--- src/logic/abfp_defines.svh ---
// constants for the asynchronous byte fifo port
// assumes nothing beyond a single 40 MHz core clock
`ifndef ABFP_DEFINES_SVH
`define ABFP_DEFINES_SVH
`define ABFP_DATA_W 8
`define ABFP_CLK_NS 25
// strobe low and high phase the far end holds, in ns
`define ABFP_STROBE_NS 100
`define ABFP_STROBE_CYC ((`ABFP_STROBE_NS + `ABFP_CLK_NS - 1) / `ABFP_CLK_NS)
// wake / send-now low pulse width, in ns
`define ABFP_WAKE_NS 100
`define ABFP_WAKE_CYC ((`ABFP_WAKE_NS + `ABFP_CLK_NS - 1) / `ABFP_CLK_NS)
`endif

--- src/logic/abfp_pkg.sv ---
// types shared by both ends of the byte fifo port
// assumes abfp_defines.svh is on the include path
package abfp_pkg;
    typedef logic [7:0] abfp_byte_t;
    typedef enum logic [2:0] {
        ABFP_IDLE = 3'b000,
        ABFP_RD_LOW = 3'b001,
        ABFP_RD_HIGH = 3'b010,
        ABFP_WR_SETUP = 3'b011,
        ABFP_WR_LOW = 3'b100,
        ABFP_WR_HIGH = 3'b101,
        ABFP_WAKE_LOW = 3'b110
    } abfp_host_state_t;
endpackage : abfp_pkg

--- src/logic/abfp_if.sv ---
// pin bundle between the fifo port device and its external controller
// the testbench resolves the data wire from the two enables
`timescale 1ns/10ps
interface abfp_if;
    logic [7:0] dev_data_out;
    logic dev_data_oe;
    logic [7:0] host_data_out;
    logic host_data_oe;
    logic [7:0] data_in;
    logic rd_n;
    logic wr_n;
    logic send_now_wake_n;
    logic rx_data_waiting_n_out;
    logic rx_data_waiting_n_oe;
    logic tx_room_available_n_out;
    logic tx_room_available_n_oe;
    logic rx_data_waiting_n;
    logic tx_room_available_n;
    modport device (
        output dev_data_out, dev_data_oe,
        output rx_data_waiting_n_out, rx_data_waiting_n_oe,
        output tx_room_available_n_out, tx_room_available_n_oe,
        input data_in, rd_n, wr_n, send_now_wake_n
    );
    modport host (
        output host_data_out, host_data_oe, rd_n, wr_n, send_now_wake_n,
        input data_in, rx_data_waiting_n, tx_room_available_n
    );
endinterface : abfp_if

--- src/logic/abfp_device.sv ---
// device end of the asynchronous byte fifo port, one channel
// strobes arrive from pins and are synchronised to mclk here
// Operation
// - port active only when fifo mode selected
// - data pins driven only while read low
// - waiting flag low while rx byte present
// - flag high after read, low if more
// - flags undriven during reset
// - room flag low when tx fifo accepts
// - host writes by strobing write high, low
// - write falling edge captures byte
// - read falling edge presents head byte
// - read rising edge advances rx fifo
// - wake pulse in suspend requests resume
// - send-now pulse while active raises send_now_pulse
// - host holds wake input high normally
`timescale 1ns/10ps
`include "abfp_defines.svh"
module abfp_device
    import abfp_pkg::*;
#(
    parameter int DEPTH = 16,
    parameter int AW = 4
) (
    input wire logic mclk,
    input wire logic rst,
    abfp_if.device pins,
    input wire logic fifo_mode_en,
    input wire logic usb_active_power_n,
    input wire logic remote_wake_en,
    input wire logic rx_push,
    input wire abfp_byte_t rx_push_data,
    output logic rx_full,
    input wire logic tx_pop,
    output abfp_byte_t tx_pop_data,
    output logic tx_empty,
    output logic send_now_pulse,
    output logic resume_req_pulse
);
    localparam int NSTB = 3;
    // bit of each strobe in the synchroniser bank
    localparam int STB_RD = 0;
    localparam int STB_WR = 1;
    localparam int STB_SW = 2;

    abfp_byte_t rx_mem_ff [DEPTH];
    abfp_byte_t tx_mem_ff [DEPTH];
    logic [AW:0] rx_wp_ff, nxt_rx_wp, rx_rp_ff, nxt_rx_rp;
    logic [AW:0] tx_wp_ff, nxt_tx_wp, tx_rp_ff, nxt_tx_rp;
    logic [NSTB-1:0] stb_raw;
    wire logic [NSTB-1:0] stb_lvl, stb_fall, stb_rise;
    abfp_byte_t din1_ff, nxt_din1, din2_ff, nxt_din2;
    logic rd_busy_ff, nxt_rd_busy;
    abfp_byte_t dout_ff, nxt_dout;
    logic rd_fall, rd_rise, wr_fall, sw_fall;
    logic rx_empty, tx_full;
    logic rx_load, rx_take, tx_load, tx_take;

    assign stb_raw = {pins.send_now_wake_n, pins.wr_n, pins.rd_n};

    // one two-stage synchroniser and edge detector per strobe; all
    // reset to the idle high level so no false edge follows reset
    for (genvar g = 0; g < NSTB; g++) begin : g_stb
        logic s1_ff, nxt_s1, s2_ff, nxt_s2, pv_ff, nxt_pv;
        always_comb begin
            nxt_s1 = stb_raw[g];
            nxt_s2 = s1_ff;
            nxt_pv = s2_ff;
        end
        // first stage feeds only the second
        always_ff @(posedge mclk) begin
            if (rst) begin
                s1_ff <= 1'b1;
                s2_ff <= 1'b1;
                pv_ff <= 1'b1;
            end else begin
                s1_ff <= nxt_s1;
                s2_ff <= nxt_s2;
                pv_ff <= nxt_pv;
            end
        end
        assign stb_lvl[g] = s2_ff;
        assign stb_fall[g] = fifo_mode_en && pv_ff && !s2_ff;
        assign stb_rise[g] = fifo_mode_en && !pv_ff && s2_ff;
    end

    assign rd_fall = stb_fall[STB_RD];
    assign rd_rise = stb_rise[STB_RD];
    assign wr_fall = stb_fall[STB_WR];
    assign sw_fall = stb_fall[STB_SW];

    // data pins cross like the strobes; the byte stands on the pins
    // well before the write strobe falls, so both arrive aligned
    // limitation: a host that changes data with the strobe loses it
    always_comb begin
        nxt_din1 = pins.data_in;
        nxt_din2 = din1_ff;
    end

    always_ff @(posedge mclk) begin
        if (rst) begin
            din1_ff <= 8'h00;
            din2_ff <= 8'h00;
        end else begin
            din1_ff <= nxt_din1;
            din2_ff <= nxt_din2;
        end
    end

    assign rx_empty = (rx_wp_ff == rx_rp_ff);
    assign rx_full = (rx_wp_ff[AW] != rx_rp_ff[AW]) &&
                     (rx_wp_ff[AW-1:0] == rx_rp_ff[AW-1:0]);
    assign tx_empty = (tx_wp_ff == tx_rp_ff);
    assign tx_full = (tx_wp_ff[AW] != tx_rp_ff[AW]) &&
                     (tx_wp_ff[AW-1:0] == tx_rp_ff[AW-1:0]);
    assign tx_pop_data = tx_mem_ff[tx_rp_ff[AW-1:0]];

    // a read on an empty fifo is ignored, and its release with it
    assign rx_load = rx_push && !rx_full;
    assign rx_take = rd_rise && rd_busy_ff;
    // a write into a full fifo is dropped; the room flag forbids it
    assign tx_load = wr_fall && !tx_full;
    assign tx_take = tx_pop && !tx_empty;

    // receive side: pointers, presented byte, read in progress
    always_comb begin
        nxt_rx_wp = rx_wp_ff;
        nxt_rx_rp = rx_rp_ff;
        nxt_rd_busy = rd_busy_ff;
        nxt_dout = dout_ff;
        if (rx_load) begin
            nxt_rx_wp = rx_wp_ff + 1'b1;
        end
        if (rd_fall && !rx_empty) begin
            nxt_dout = rx_mem_ff[rx_rp_ff[AW-1:0]];
            nxt_rd_busy = 1'b1;
        end
        if (rx_take) begin
            nxt_rx_rp = rx_rp_ff + 1'b1;
            nxt_rd_busy = 1'b0;
        end
    end

    always_ff @(posedge mclk) begin
        if (rst) begin
            rx_wp_ff <= '0;
            rx_rp_ff <= '0;
            rd_busy_ff <= 1'b0;
            dout_ff <= 8'h00;
        end else begin
            rx_wp_ff <= nxt_rx_wp;
            rx_rp_ff <= nxt_rx_rp;
            rd_busy_ff <= nxt_rd_busy;
            dout_ff <= nxt_dout;
        end
    end

    // transmit side: pointers only, the core drains the head
    always_comb begin
        nxt_tx_wp = tx_wp_ff;
        nxt_tx_rp = tx_rp_ff;
        if (tx_load) begin
            nxt_tx_wp = tx_wp_ff + 1'b1;
        end
        if (tx_take) begin
            nxt_tx_rp = tx_rp_ff + 1'b1;
        end
    end

    always_ff @(posedge mclk) begin
        if (rst) begin
            tx_wp_ff <= '0;
            tx_rp_ff <= '0;
        end else begin
            tx_wp_ff <= nxt_tx_wp;
            tx_rp_ff <= nxt_tx_rp;
        end
    end

    // memories carry no reset; pointers guard every read
    always_ff @(posedge mclk) begin
        if (rx_load) begin
            rx_mem_ff[rx_wp_ff[AW-1:0]] <= rx_push_data;
        end
        if (tx_load) begin
            tx_mem_ff[tx_wp_ff[AW-1:0]] <= din2_ff;
        end
    end

    // flags: waiting stays high through a read and after its release,
    // until the pointer has moved; room low while not full
    assign pins.rx_data_waiting_n_out = !(fifo_mode_en && !rx_empty &&
        stb_lvl[STB_RD] && !rd_busy_ff);
    assign pins.tx_room_available_n_out = !(fifo_mode_en && !tx_full);
    assign pins.rx_data_waiting_n_oe = !rst && fifo_mode_en;
    assign pins.tx_room_available_n_oe = !rst && fifo_mode_en;
    // raw pin keeps bus turnaround prompt; data is from a flip-flop
    assign pins.dev_data_oe = !rst && fifo_mode_en && !pins.rd_n;
    assign pins.dev_data_out = dout_ff;

    // suspend level at the detected edge picks resume or send-now
    assign send_now_pulse = sw_fall && !usb_active_power_n;
    assign resume_req_pulse = sw_fall && usb_active_power_n &&
                              remote_wake_en;
endmodule : abfp_device

--- src/flat_wrapper.sv ---
// flat-port wrapper written by rule: the top's interface ports become plain ports
module abfp_device_flat import abfp_pkg::*;
#(
    parameter int DEPTH = 16,
    parameter int AW = 4
)
  (mclk, rst, fifo_mode_en, usb_active_power_n, remote_wake_en, rx_push, rx_push_data, rx_full, tx_pop, tx_pop_data, tx_empty, send_now_pulse, resume_req_pulse, pins_dev_data_out, pins_dev_data_oe, pins_rx_data_waiting_n_out, pins_rx_data_waiting_n_oe, pins_tx_room_available_n_out, pins_tx_room_available_n_oe, pins_data_in, pins_rd_n, pins_wr_n, pins_send_now_wake_n);
  abfp_if pins_i ();
  input wire logic mclk;
  input wire logic rst;
  input wire logic fifo_mode_en;
  input wire logic usb_active_power_n;
  input wire logic remote_wake_en;
  input wire logic rx_push;
  input wire abfp_byte_t rx_push_data;
  output logic rx_full;
  input wire logic tx_pop;
  output abfp_byte_t tx_pop_data;
  output logic tx_empty;
  output logic send_now_pulse;
  output logic resume_req_pulse;
  output wire logic [$bits(pins_i.dev_data_out)-1:0] pins_dev_data_out;
  output wire logic [$bits(pins_i.dev_data_oe)-1:0] pins_dev_data_oe;
  output wire logic [$bits(pins_i.rx_data_waiting_n_out)-1:0] pins_rx_data_waiting_n_out;
  output wire logic [$bits(pins_i.rx_data_waiting_n_oe)-1:0] pins_rx_data_waiting_n_oe;
  output wire logic [$bits(pins_i.tx_room_available_n_out)-1:0] pins_tx_room_available_n_out;
  output wire logic [$bits(pins_i.tx_room_available_n_oe)-1:0] pins_tx_room_available_n_oe;
  input wire logic [$bits(pins_i.data_in)-1:0] pins_data_in;
  input wire logic [$bits(pins_i.rd_n)-1:0] pins_rd_n;
  input wire logic [$bits(pins_i.wr_n)-1:0] pins_wr_n;
  input wire logic [$bits(pins_i.send_now_wake_n)-1:0] pins_send_now_wake_n;
  assign pins_dev_data_out = pins_i.dev_data_out;
  assign pins_dev_data_oe = pins_i.dev_data_oe;
  assign pins_rx_data_waiting_n_out = pins_i.rx_data_waiting_n_out;
  assign pins_rx_data_waiting_n_oe = pins_i.rx_data_waiting_n_oe;
  assign pins_tx_room_available_n_out = pins_i.tx_room_available_n_out;
  assign pins_tx_room_available_n_oe = pins_i.tx_room_available_n_oe;
  assign pins_i.data_in = pins_data_in;
  assign pins_i.rd_n = pins_rd_n;
  assign pins_i.wr_n = pins_wr_n;
  assign pins_i.send_now_wake_n = pins_send_now_wake_n;
  abfp_device #(.DEPTH(DEPTH), .AW(AW)) u_core (.mclk(mclk), .rst(rst), .pins(pins_i), .fifo_mode_en(fifo_mode_en), .usb_active_power_n(usb_active_power_n), .remote_wake_en(remote_wake_en), .rx_push(rx_push), .rx_push_data(rx_push_data), .rx_full(rx_full), .tx_pop(tx_pop), .tx_pop_data(tx_pop_data), .tx_empty(tx_empty), .send_now_pulse(send_now_pulse), .resume_req_pulse(resume_req_pulse));
endmodule
--- config.mk ---
export PLATFORM = sky130hd
export DESIGN_NAME = abfp_device_flat
export DESIGN_NICKNAME = d
export VERILOG_FILES = /design/src/logic/abfp_pkg.sv /design/src/logic/abfp_if.sv /design/src/logic/abfp_device.sv /design/src/flat_wrapper.sv
export VERILOG_INCLUDE_DIRS = /design/src /design/src/logic
export SDC_FILE = /design/constraint.sdc
export NUM_CORES = 1
export LEC_CHECK = 0
export BUFFER_PORTS_ARGS = -buffer_cell sky130_fd_sc_hd__buf_2
export CAP_MARGIN = 0
export CORE_ASPECT_RATIO = 2
export CORE_MARGIN = 3
export CORE_UTILIZATION = 40
export CTS_CLUSTER_DIAMETER = 40
export CTS_CLUSTER_SIZE = 16
export DETAILED_ROUTE_END_ITERATION = 10
export PLACE_DENSITY = 0.55
export RECOVER_POWER = 25
export SLEW_MARGIN = 15
export SYNTH_ARGS = -nofsm -noshare
export SYNTH_HDL_FRONTEND = slang
export SYNTH_SLANG_ARGS = --single-unit
--- constraint.sdc ---
create_clock -name mclk -period 3.4 [get_ports mclk]
set_input_delay 0.34 -clock mclk [delete_from_list [all_inputs] [get_ports mclk]]
set_output_delay 0.34 -clock mclk [all_outputs]
set_load 0.005 [all_outputs]
==> summary.md, run 1 <==
| Metric | Value |
|---|---|
| Critical Path RT | `3060 ps` |
| Worst Setup Slack, final | `403 ps` |
| Syn_nets | `701` |
| Post-CTS Hold Buffers | `6` |
| Crit path launch type | `register` |
| Flop pwr share | `54.8%` |
| Tot Pwr | `0.00770 W` |
| Resized Gates After CTS | `0` |
| Root Buffer | `clkbuf_16` |
| Worst-Margin Slew | `1120 ps` |
| Chip width | `130 microns` |
| Net Sw Power | `0.00158 W` |
| Filler cells | `2559` |
| Diodes inserted | `0` |
| Rel. slew slack | `25.1%` |
| PortBufs | `50` |
| R2R depth | `5` |
| Simple-gate share of the synthesized area | `6.61%` |
| Die Y | `253 microns` |
| Max-Cap Viols | `0` |
| Wire length of the first global-routing pass | `41200 microns` |
| DR iter-0 viols | `325` |
| Final Hold Vio Count | `0` |
| Area post-placement | `0.0128 sq mm` |
| CTS sink cnt | `314` |
| Most frequent cells in the layout | `256 x edfxtp_1, 56 x dfxtp_1, 50 x mux4_2` |
| Status | `completed` |
| Initial antenna violation count | `0` |
| Post-route cell area | `0.0138 sq mm` |
| Crit Path Category | `register to primary output` |
| RD Place Congestion | `0.795` |
| Worst Hold Path Cells | `2` |
| RSZ-0062 raised after global routing | `false` |
| Adder-cell share of the synthesized area | `1.02%` |
| Hpwl dp | `19400 microns` |
| Clock transition at path regs | `60 ps` |
| Nets | `763` |
| DR WL/cell | `24.3 microns` |
| Fin crit period | `3000 ps` |
| Post-synthesis compound-gate area fraction | `2.21%` |
| DIE AREA | `0.0328 sq mm` |
| Synth Area in XOR/XNOR | `1.79%` |
| Synth-to-layout area growth | `13.3%` |
| Synth Register Bits | `314` |
| Register area | `0.00885 sq mm` |
| Core Region | `0.0298 sq mm` |
| Num CTS Buffers | `28` |
| Max Root-Sink Buffers | `3` |
| Boundary pin count | `51` |
| Internal power | `0.00612 W` |
| Mapped Cells | `665` |
| DRT antenna net count | `0` |
| Gr usage total | `17.0%` |
| Commonest non-fill, non-tap cell in the layout | `edfxtp_1` |
| Initial Utilization | `40.9%` |
| CP Data Arrival Time | `2660 ps` |
| Synth Area per Inst | `18.4 sq um` |
| Post-CTS Setup Inserts | `0` |
| Max-slew violations | `0` |
| Synth Warn # | `0` |
| Number of flops mapped to enable cells by yosys | `256` |
| Largest net degree at the start of global routing | `52` |
| Post-synthesis mux area share | `14.2%` |
| Peak supply drop | `453 uV` |
| Sw Share | `20.6%` |
| Gr ovfl total | `0` |
| Worst Skew | `12.9 ps` |
| Main combinational cell family by area after synthesis | `multiplexers` |
| Max Clk Rate | `0.334 GHz` |
| DR vias/cell | `5.37` |
| Combinational share of power | `3.1%` |
| Ys async rst share | `0%` |
| Layout cell share with drive strength beyond 1 | `24.2%` |
| Clk_lat worst skew | `550 ps` |
| Worst slack, placed | `892 ps` |
| Yosys top cell area share | `62.9%` |
| Critical Path Fanout Max | `20` |
| H-tree depth | `1` |
| Cell Rows | `89` |
| 1st-pass router iterations | `4` |
| Routed wire length | `27100 microns` |
| Non-filler cells in the finished layout | `1113` |
| P_leak | `4.60 nW` |
| PwrDens | `556 mW/mm^2` |
| Routed via count | `5979` |
| Setup TNS | `0 ps` |
| Clock power share | `42.1%` |
| Endpoints failing setup | `0` |
| Residual DRC count | `0` |
| Vias in the first global route | `6597` |
| Multi-input gate area | `0.00316 sq mm` |
| Synth cell types | `41` |
| Part of the cycle the worst path needs | `88.2%` |
| Synthesized cell area | `0.0122 sq mm` |
| Synth area leaders | `edfxtp_1 63%, dfxtp_1 9.5%, mux4_2 9.2%, mux4_1 3.0%, nor2b_1 1.7%` |
| Post-placement cell count | `1055` |
| Cell taking the most area after synthesis | `edfxtp_1` |
| CP Capture Type | `primary output` |
| Ys flop type | `edfxtp_1` |
| CTS tree | `done` |
| Worst Hold Class | `input pin to register` |
| Seq/Total Area, Yosys | `72.4%` |
[through the flow]
| step | utilization [%] | hold slack [ps] |
|---|---|---|
| final | 46.4 | 34.9 |
| after floorplan | - | 389 |
| after CTS | 46.4 | 10.7 |
| after global routing | 46.4 | 20.0 |
| after global placement | 43.0 | 393 |
| after detailed placement | 43.0 | 395 |
[critical path, stage by stage (launching register included)]
cell and delay [ps]:
dfxtp_2 640, buf_12 260, mux4_2 530, mux4_2 510
buf_2 150
[routing by layer]
metal  share of wire (%)  global-route usage [%]  up-vias
met5                   0                       0        -
met3                 2.5                    1.88       61
met2                  60                    34.2      117
met1                  32                    16.5     3062
met4                 5.0                    8.12        0
li1                    -                       -     2739
[cells in the mapped netlist, types with 3 or more instances]
cell      count
and3_1       26
and4_1        3
o211ai_1      3
o22ai_1       8
o21ai_0       3
buf_1         5
mux2i_1       4
clkbuf_1     17
ha_1         10
mux4_1       14
mux4_2       50
inv_1         7
edfxtp_1    256
nor2b_1      34
nor2_1       38
xor2_1       10
nand2_1       6
mux2_2       17
a211oi_1     17
or2_2         9
dfxtp_1      58
xnor2_1      15
buf_2         9
nor3_1       21
nand4_1       5
[area by class of cell]
type,count,share of cell area [%]
inverters,7,0.190
repair buffers,68,2.91
clock inverters,14,1.08
multi-input cells,308,22.8
flip-flops and latches,314,63.9
clock buffers,38,5.78
well taps,364,3.29
[power groups by stage]
stage	logic, W	clock network, W	registers, W
floorplan	0.000143	0	0.00429
global placement	0.000237	0	0.00431
detailed placement	0.000241	0	0.00431
CTS	0.000247	0.00334	0.00422
global route	0.000263	0.00346	0.00423
finish	0.000238	0.00324	0.00422
[cells by family (layout without fill, tap and decap cells)]
family / count (synthesis) / in the layout
xor gates and xnor gates: 25 / 25
adders and majority gates: 10 / 10
muxes: 86 / 86
and+or+nand+nor: 149 / 149
AOI/OAI and AO/OA: 38 / 38
buffers and inverters: 43 / 127
DFF: 314 / 314
[sequential cells by signal (all words and copies together), names as in the netlist, named ones only]
signal,count
u_core.rd_busy_ff,1
u_core.tx_rp_ff,5
u_core.rx_mem_ff,128
u_core.din1_ff,8
u_core.g_stb.pv_ff,3
u_core.pins.dev_data_out,8
u_core.g_stb.nxt_s2,3
u_core.din2_ff,8
u_core.rx_rp_ff,5
u_core.g_stb.nxt_pv,3
u_core.tx_wp_ff,5
u_core.rx_wp_ff,5
u_core.tx_mem_ff,128
[worst paths after layout]
kind / start / end / slack [ps]
setup / recovery: register / tx_pop_data[4] / 400
hold / removal: pins_data_in[7] / u_core.din1_ff[7] / 30
setup reg to reg: u_core.tx_wp_ff[2] / u_core.tx_wp_ff[4] / 970
hold reg to reg: u_core.g_stb[0].nxt_s2 / u_core.g_stb[0].nxt_pv / 410
Power figures use the tool's default switching activity.
==> run 2: changes to the inputs <==
--- a/config.mk
+++ b/config.mk
@@ -10,11 +10,11 @@
 export CAP_MARGIN = 0
 export CORE_ASPECT_RATIO = 2
 export CORE_MARGIN = 3
-export CORE_UTILIZATION = 40
+export CORE_UTILIZATION = 55
 export CTS_CLUSTER_DIAMETER = 40
 export CTS_CLUSTER_SIZE = 16
 export DETAILED_ROUTE_END_ITERATION = 10
-export PLACE_DENSITY = 0.55
+export PLACE_DENSITY = 0.71
 export RECOVER_POWER = 25
 export SLEW_MARGIN = 15
 export SYNTH_ARGS = -nofsm -noshare
==> run 2 against run 1 <==
  * Core utilization grew 16 points
  * Critical path depth is the same
  * Wire length shrank 6.7%
==> summary.md, run 2 (synthesis gave the netlist of run 1 again) <==
| Metric | Value |
|---|---|
| Status | `completed` |
| Max-slew violations | `0 (unchanged)` |
| Nets | `759 (-0.52%)` |
| Vias in the first global route | `6542 (-0.83%)` |
| Combinational share of power | `3.2% (about the same)` |
| Root Buffer | `clkbuf_16` |
| Crit path cell chain | `buf_4 > mux4_2 > mux4_2 > buf_2` |
| Net Sw Power | `0.00147 W (-6.9%)` |
| Routed wire length | `25300 microns (-6.7%)` |
| DIE AREA | `0.0241 sq mm (-26%)` |
| Critical Path Fanout Max | `32 (+60%)` |
| CTS sink cnt | `314 (unchanged)` |
| Endpoints failing setup | `0 (unchanged)` |
| RSZ-0062 raised after global routing | `false` |
| Boundary pin count | `51 (unchanged)` |
| Layout cell share with drive strength beyond 1 | `23.3% (-0.85 points)` |
| Critical Path RT | `3060 ps (about the same)` |
| Num CTS Buffers | `26 (-7.1%)` |
| Residual DRC count | `0 (unchanged)` |
| Sw Share | `20.0% (-0.55 points)` |
| Filler cells | `1528 (-40%)` |
| Worst Skew | `16.5 ps (+3.62 ps)` |
| Setup TNS | `0 ps (unchanged)` |
| Initial antenna violation count | `0 (unchanged)` |
| Chip width | `111 microns (-14%)` |
| Crit-path max cell delay | `620 ps (-20 ps)` |
| Slowest-stage cell, CP | `mux4_2` |
| Max-Cap Viols | `0 (unchanged)` |
| Worst Hold Class | `input pin to register` |
| DR vias/cell | `5.99 (+11%)` |
| H-tree depth | `1 (unchanged)` |
| Fin crit period | `2950 ps (-49.3 ps)` |
| PortBufs | `50 (unchanged)` |
| Gr usage total | `21.3% (+4.3 points)` |
| P_leak | `4.52 nW (-1.8%)` |
| CP Capture Type | `primary output` |
| Delay-heaviest family, CP | `multiplexers` |
| Internal power | `0.00589 W (-3.7%)` |
| Die Y | `217 microns (-14%)` |
| Largest net degree at the start of global routing | `47 (-9.6%)` |
| Flop pwr share | `57.3% (+2.5 points)` |
| Cell Rows | `76 (-15%)` |
| Core Region | `0.0217 sq mm (-27%)` |
| RD Place Congestion | `0.913 (+15%)` |
| Synth-to-layout area growth | `11.1%` |
| Metal-1 WL | `8320 microns (-5.2%)` |
| CTS tree | `done` |
| Post-CTS Setup Inserts | `0 (unchanged)` |
| Crit Path Category | `register to primary output` |
| CP most frequent cell | `mux4_2` |
| Worst-Margin Slew | `1050 ps (-64.6 ps)` |
| Worst hold slack | `22.0 ps (-12.9 ps)` |
| Hpwl dp | `17900 microns (-7.8%)` |
| 1st-pass router iterations | `5 (+1)` |
| Part of the cycle the worst path needs | `86.7% (-1.5 points)` |
| Uppermost layer routed | `met4` |
| Crit path launch type | `register` |
| Clock power share | `39.5% (-2.6 points)` |
| Wire length of the first global-routing pass | `38500 microns (-6.5%)` |
| Most frequent cells in the layout | `256 x edfxtp_1, 56 x dfxtp_1, 50 x mux4_2` |
| Routed via count | `6078 (+1.7%)` |
| Peak supply drop | `619 uV (+37%)` |
| CP Data Arrival Time | `2610 ps (-50 ps)` |
| Max Root-Sink Buffers | `3 (unchanged)` |
| DR WL met2 | `15000 microns (-8.0%)` |
| Commonest non-fill, non-tap cell in the layout | `edfxtp_1` |
| Final Hold Vio Count | `0 (unchanged)` |
| Post-CTS Hold Buffers | `2 (-4)` |
| Diodes inserted | `0 (unchanged)` |
| CP Buf/Inv Count | `2 (unchanged)` |
| Rel. slew slack | `29.8% (+4.7 points)` |
| DR iter-0 viols | `445 (+37%)` |
| Met3 WL | `977 microns (+45%)` |
| Clk_lat worst skew | `530 ps (-20 ps)` |
| PwrDens | `543 mW/mm^2 (-2.5%)` |
| Max Clk Rate | `0.339 GHz (+1.7%)` |
| DR WL/cell | `24.9 microns (+2.3%)` |
| Gr ovfl total | `0 (unchanged)` |
| Resized Gates After CTS | `0 (unchanged)` |
| DRT antenna net count | `0 (unchanged)` |
| Initial Utilization | `56.4% (+15 points)` |
| Clock transition at path regs | `70 ps (about the same)` |
[run 2: metrics by stage]
| step | cell area (sq um) | instances | util (%) | power [W] | setup WS [ps] |
|---|---|---|---|---|---|
| after floorplan | 12200 | 665 | - | 0.00443 | 1260 |
| after global placement | 12700 | 966 | 58.7 | 0.00453 | 931 |
| after detailed placement | 12700 | 966 | 58.7 | 0.00454 | 843 |
| after CTS | 13600 | 1015 | 62.7 | 0.00743 | 377 |
| after global routing | 13600 | 1015 | 62.6 | 0.00760 | 296 |
| final | 13600 | 1015 | 62.6 | 0.00736 | 452 |
[run 2: power by group through the flow]
stage / combinational, W / sequential, W / clock [W]
after floorplan: 0.000143 / 0.00429 / 0
after global placement: 0.000230 / 0.00430 / 0
after detailed placement: 0.000239 / 0.00430 / 0
after CTS: 0.000242 / 0.00422 / 0.00297
after global routing: 0.000257 / 0.00422 / 0.00312
final: 0.000235 / 0.00422 / 0.00291
[run 2: final timing paths]
| path | startpoint | endpoint | slack, ps | depth (start not counted) |
|---|---|---|---|---|
| max | register | tx_pop_data[6] | 450 | 4 |
| min | pins_data_in[1] | u_core.din1_ff[1] | 20 | 2 |
| max reg2reg | u_core.rx_rp_ff[1] | u_core.rx_mem_ff[1][0] | 850 | 4 |
| min reg2reg | u_core.g_stb[2].nxt_s2 | u_core.g_stb[2].nxt_pv | 410 | 1 |
[run 2: cell type report]
type	count	area (sq um)	area share, %
clock buffer	40	744	5.48
clock inverter	7	87.6	0.645
inverter	7	26.3	0.194
multi-input combinational	308	3160	23.3
sequential	314	8850	65.2
tap	273	342	2.52
timing repair buffer	66	364	2.68
[run 2: layer usage]
| metal | vias up | global-route usage (%) |
|---|---|---|
| met2 | 197 | 42.4 |
| li1 | 2724 | - |
| met4 | 0 | 9.05 |
| met1 | 3102 | 22.0 |
| met5 | - | 0 |
| met3 | 55 | 2.20 |
==> run 3: changes to the inputs <==
--- a/config.mk
+++ b/config.mk
@@ -6,7 +6,7 @@
 export SDC_FILE = /design/constraint.sdc
 export NUM_CORES = 1
 export LEC_CHECK = 0
-export BUFFER_PORTS_ARGS = -buffer_cell sky130_fd_sc_hd__buf_2
+export BUFFER_PORTS_ARGS = -buffer_cell sky130_fd_sc_hd__buf_4
 export CAP_MARGIN = 0
 export CORE_ASPECT_RATIO = 2
 export CORE_MARGIN = 3
@@ -16,6 +16,7 @@
 export DETAILED_ROUTE_END_ITERATION = 10
 export PLACE_DENSITY = 0.71
 export RECOVER_POWER = 25
+export SKIP_LAST_GASP = 1
 export SLEW_MARGIN = 15
 export SYNTH_ARGS = -nofsm -noshare
 export SYNTH_HDL_FRONTEND = slang
==> run 3 against run 2 <==
  * The flow now finishes with violations (capacitance limit, slew limit)
  * Cell area increased by 0.12%
  * Clock skew increased by 2.6 ps
  * Sequential power about the same
  * Clock power decreased by 7%
  * Wire length decreased by 3.9%
  * Non-clock buffer count decreased by 2
  * Core utilization increased by 0.075 points
  * Register-to-register slack improved by 110 ps
  * Critical path depth unchanged
  * Final cell count decreased by 0.49%
==> summary.md, run 3 (synthesis gave the netlist of run 1 again) <==
| Metric | Value |
|---|---|
| Max Clk Rate | `0.331 GHz (-2.4%)` |
| Critical Path Fanout Max | `18 (-44%)` |
| Worst-Margin Slew | `2470 ps (+1420 ps)` |
| Diodes inserted | `0 (unchanged)` |
| Net Sw Power | `0.00142 W (-3.7%)` |
| Max Root-Sink Buffers | `3 (unchanged)` |
| DR vias/cell | `5.91 (-1.2%)` |
| CP Data Arrival Time | `2680 ps (+70 ps)` |
| PwrDens | `529 mW/mm^2 (-2.6%)` |
| Chip width | `111 microns (unchanged)` |
| Worst Hold Class | `input pin to register` |
| Tot Pwr | `0.00719 W (-2.4%)` |
| Cell Rows | `76 (unchanged)` |
| Internal power | `0.00577 W (-2.1%)` |
| Final Hold Vio Count | `0 (unchanged)` |
| Core Region | `0.0217 sq mm (unchanged)` |
| Crit Path Category | `register to primary output` |
| Worst Skew | `19.1 ps (+2.58 ps)` |
| Setup TNS | `0 ps (unchanged)` |
| Hold Path End | `u_core.g_stb[0].nxt_s2` |
| Area post-placement | `0.0129 sq mm (+0.96%)` |
| CTS sink cnt | `314 (unchanged)` |
| Routed wire length | `24300 microns (-3.9%)` |
| H-tree depth | `1 (unchanged)` |
| Clock power share | `37.8% (-1.7 points)` |
| Boundary pin count | `51 (unchanged)` |
| Hpwl dp | `17500 microns (-2.0%)` |
| DIE AREA | `0.0241 sq mm (unchanged)` |
| CP Capture Type | `primary output` |
| Post-CTS Hold Buffers | `2 (unchanged)` |
| Worst Hold Path Cells | `2 (unchanged)` |
| Max-slew violations | `59 (+59)` |
| Synth-to-layout area growth | `11.2%` |
| Root Buffer | `clkbuf_16` |
| Post-CTS Setup Inserts | `0 (unchanged)` |
| Wire length of the first global-routing pass | `37800 microns (-1.9%)` |
| DR iter-0 viols | `349 (-22%)` |
| Num CTS Buffers | `24 (-7.7%)` |
| Gr ovfl total | `0 (unchanged)` |
| DRT antenna net count | `0 (unchanged)` |
| Resized Gates After CTS | `0 (unchanged)` |
| RSZ-0062 raised after global routing | `false` |
| P_leak | `4.49 nW (-0.59%)` |
| Fin crit period | `3020 ps (+71.2 ps)` |
| Vias in the first global route | `6523 (-0.29%)` |
| Clock transition at path regs | `70 ps (about the same)` |
| Flop pwr share | `58.8% (+1.5 points)` |
| Worst hold slack | `24.8 ps (+2.77 ps)` |
| Post-route cell area | `0.0136 sq mm (+0.12%)` |
| Initial Utilization | `56.4% (unchanged)` |
| Hold Startpoint | `pins_rd_n` |
| 1st-pass router iterations | `4 (-1)` |
| Gr usage total | `20.8% (-0.45 points)` |
| Nets | `755 (-0.53%)` |
| Residual DRC count | `0 (unchanged)` |
| Most frequent cells in the layout | `256 x edfxtp_1, 56 x dfxtp_1, 52 x buf_4` |
| DR WL/cell | `24.0 microns (-3.4%)` |
| Commonest non-fill, non-tap cell in the layout | `edfxtp_1` |
| Peak supply drop | `560 uV (-9.5%)` |
| Rel. slew slack | `-64.4% (-94 points)` |
| Endpoints failing setup | `0 (unchanged)` |
| PortBufs | `50 (unchanged)` |
| Reg2reg end | `u_core.rx_mem_ff[5][4]` |
| Initial antenna violation count | `0 (unchanged)` |
| Max-Cap Viols | `1 (+1)` |
| Combinational share of power | `3.4% (+0.2 points)` |
| Status | `complete, but fails checks` |
| Sw Share | `19.8% (-0.26 points)` |
| Clk_lat worst skew | `530 ps (about the same)` |
| Worst r2r src | `u_core.rx_rp_ff[2]` |
| Die Y | `217 microns (unchanged)` |
| Layout cell share with drive strength beyond 1 | `22.3% (-1.1 points)` |
| Part of the cycle the worst path needs | `88.8% (+2.1 points)` |
| Critical Path RT | `3060 ps (about the same)` |
| RD Place Congestion | `0.823 (-9.8%)` |
| CTS tree | `done` |
| R2r setup slk | `960 ps (+110 ps)` |
| Failing checks | `capacitance limit, slew limit` |
| Largest net degree at the start of global routing | `59 (+26%)` |
| R2R depth | `4 (unchanged)` |
| Crit path launch type | `register` |
| Routed via count | `5974 (-1.7%)` |
[run 3: layout make-up]
type / count / area [sq um]
clock buffer: 42 / 732
clock inverter: 2 / 16.3
fill: 1538 / 8090
inverter: 7 / 26.3
multi-input combinational: 308 / 3160
sequential: 314 / 8850
tap: 273 / 342
timing repair buffer: 64 / 464
[run 3: metal layers]
layer,up-vias,global-route usage [%],part of all wire [%]
li1,2715,-,-
met1,3044,20.7,33
met2,152,41.8,60
met3,63,2.11,3.0
met4,0,10.2,4.6
met5,-,0,0
[run 3: metrics by stage]
step / std cells / setup WS (ps) / utilization [%]
after global placement: 964 / 957 / 59.3
after floorplan: 665 / 1260 / -
final: 1010 / 381 / 62.7
after CTS: 1010 / 296 / 62.8
after detailed placement: 964 / 890 / 59.3
after global routing: 1010 / 125 / 62.7
[run 3: how the worst max path moves through the flow]
stage	end	slack, ps
CTS	tx_pop_data[4]	300
finish	tx_pop_data[4]	380
global placement	tx_pop_data[2]	960
global route	pins_tx_room_available_n_oe	120
floorplan	tx_pop_data[0]	1260
detailed placement	tx_pop_data[4]	890
[run 3: critical path: stages (launching register included)]
cell	delay, ps
dfxtp_2	700
buf_12	270
mux4_2	530
mux4_2	490
buf_4	150
[run 3: power groups by stage]
stage	logic, W	registers, W	clock network, W
CTS	0.000252	0.00422	0.00278
floorplan	0.000143	0.00429	0
detailed placement	0.000249	0.00431	0
global route	0.000264	0.00423	0.00294
finish	0.000245	0.00422	0.00272
global placement	0.000241	0.00430	0
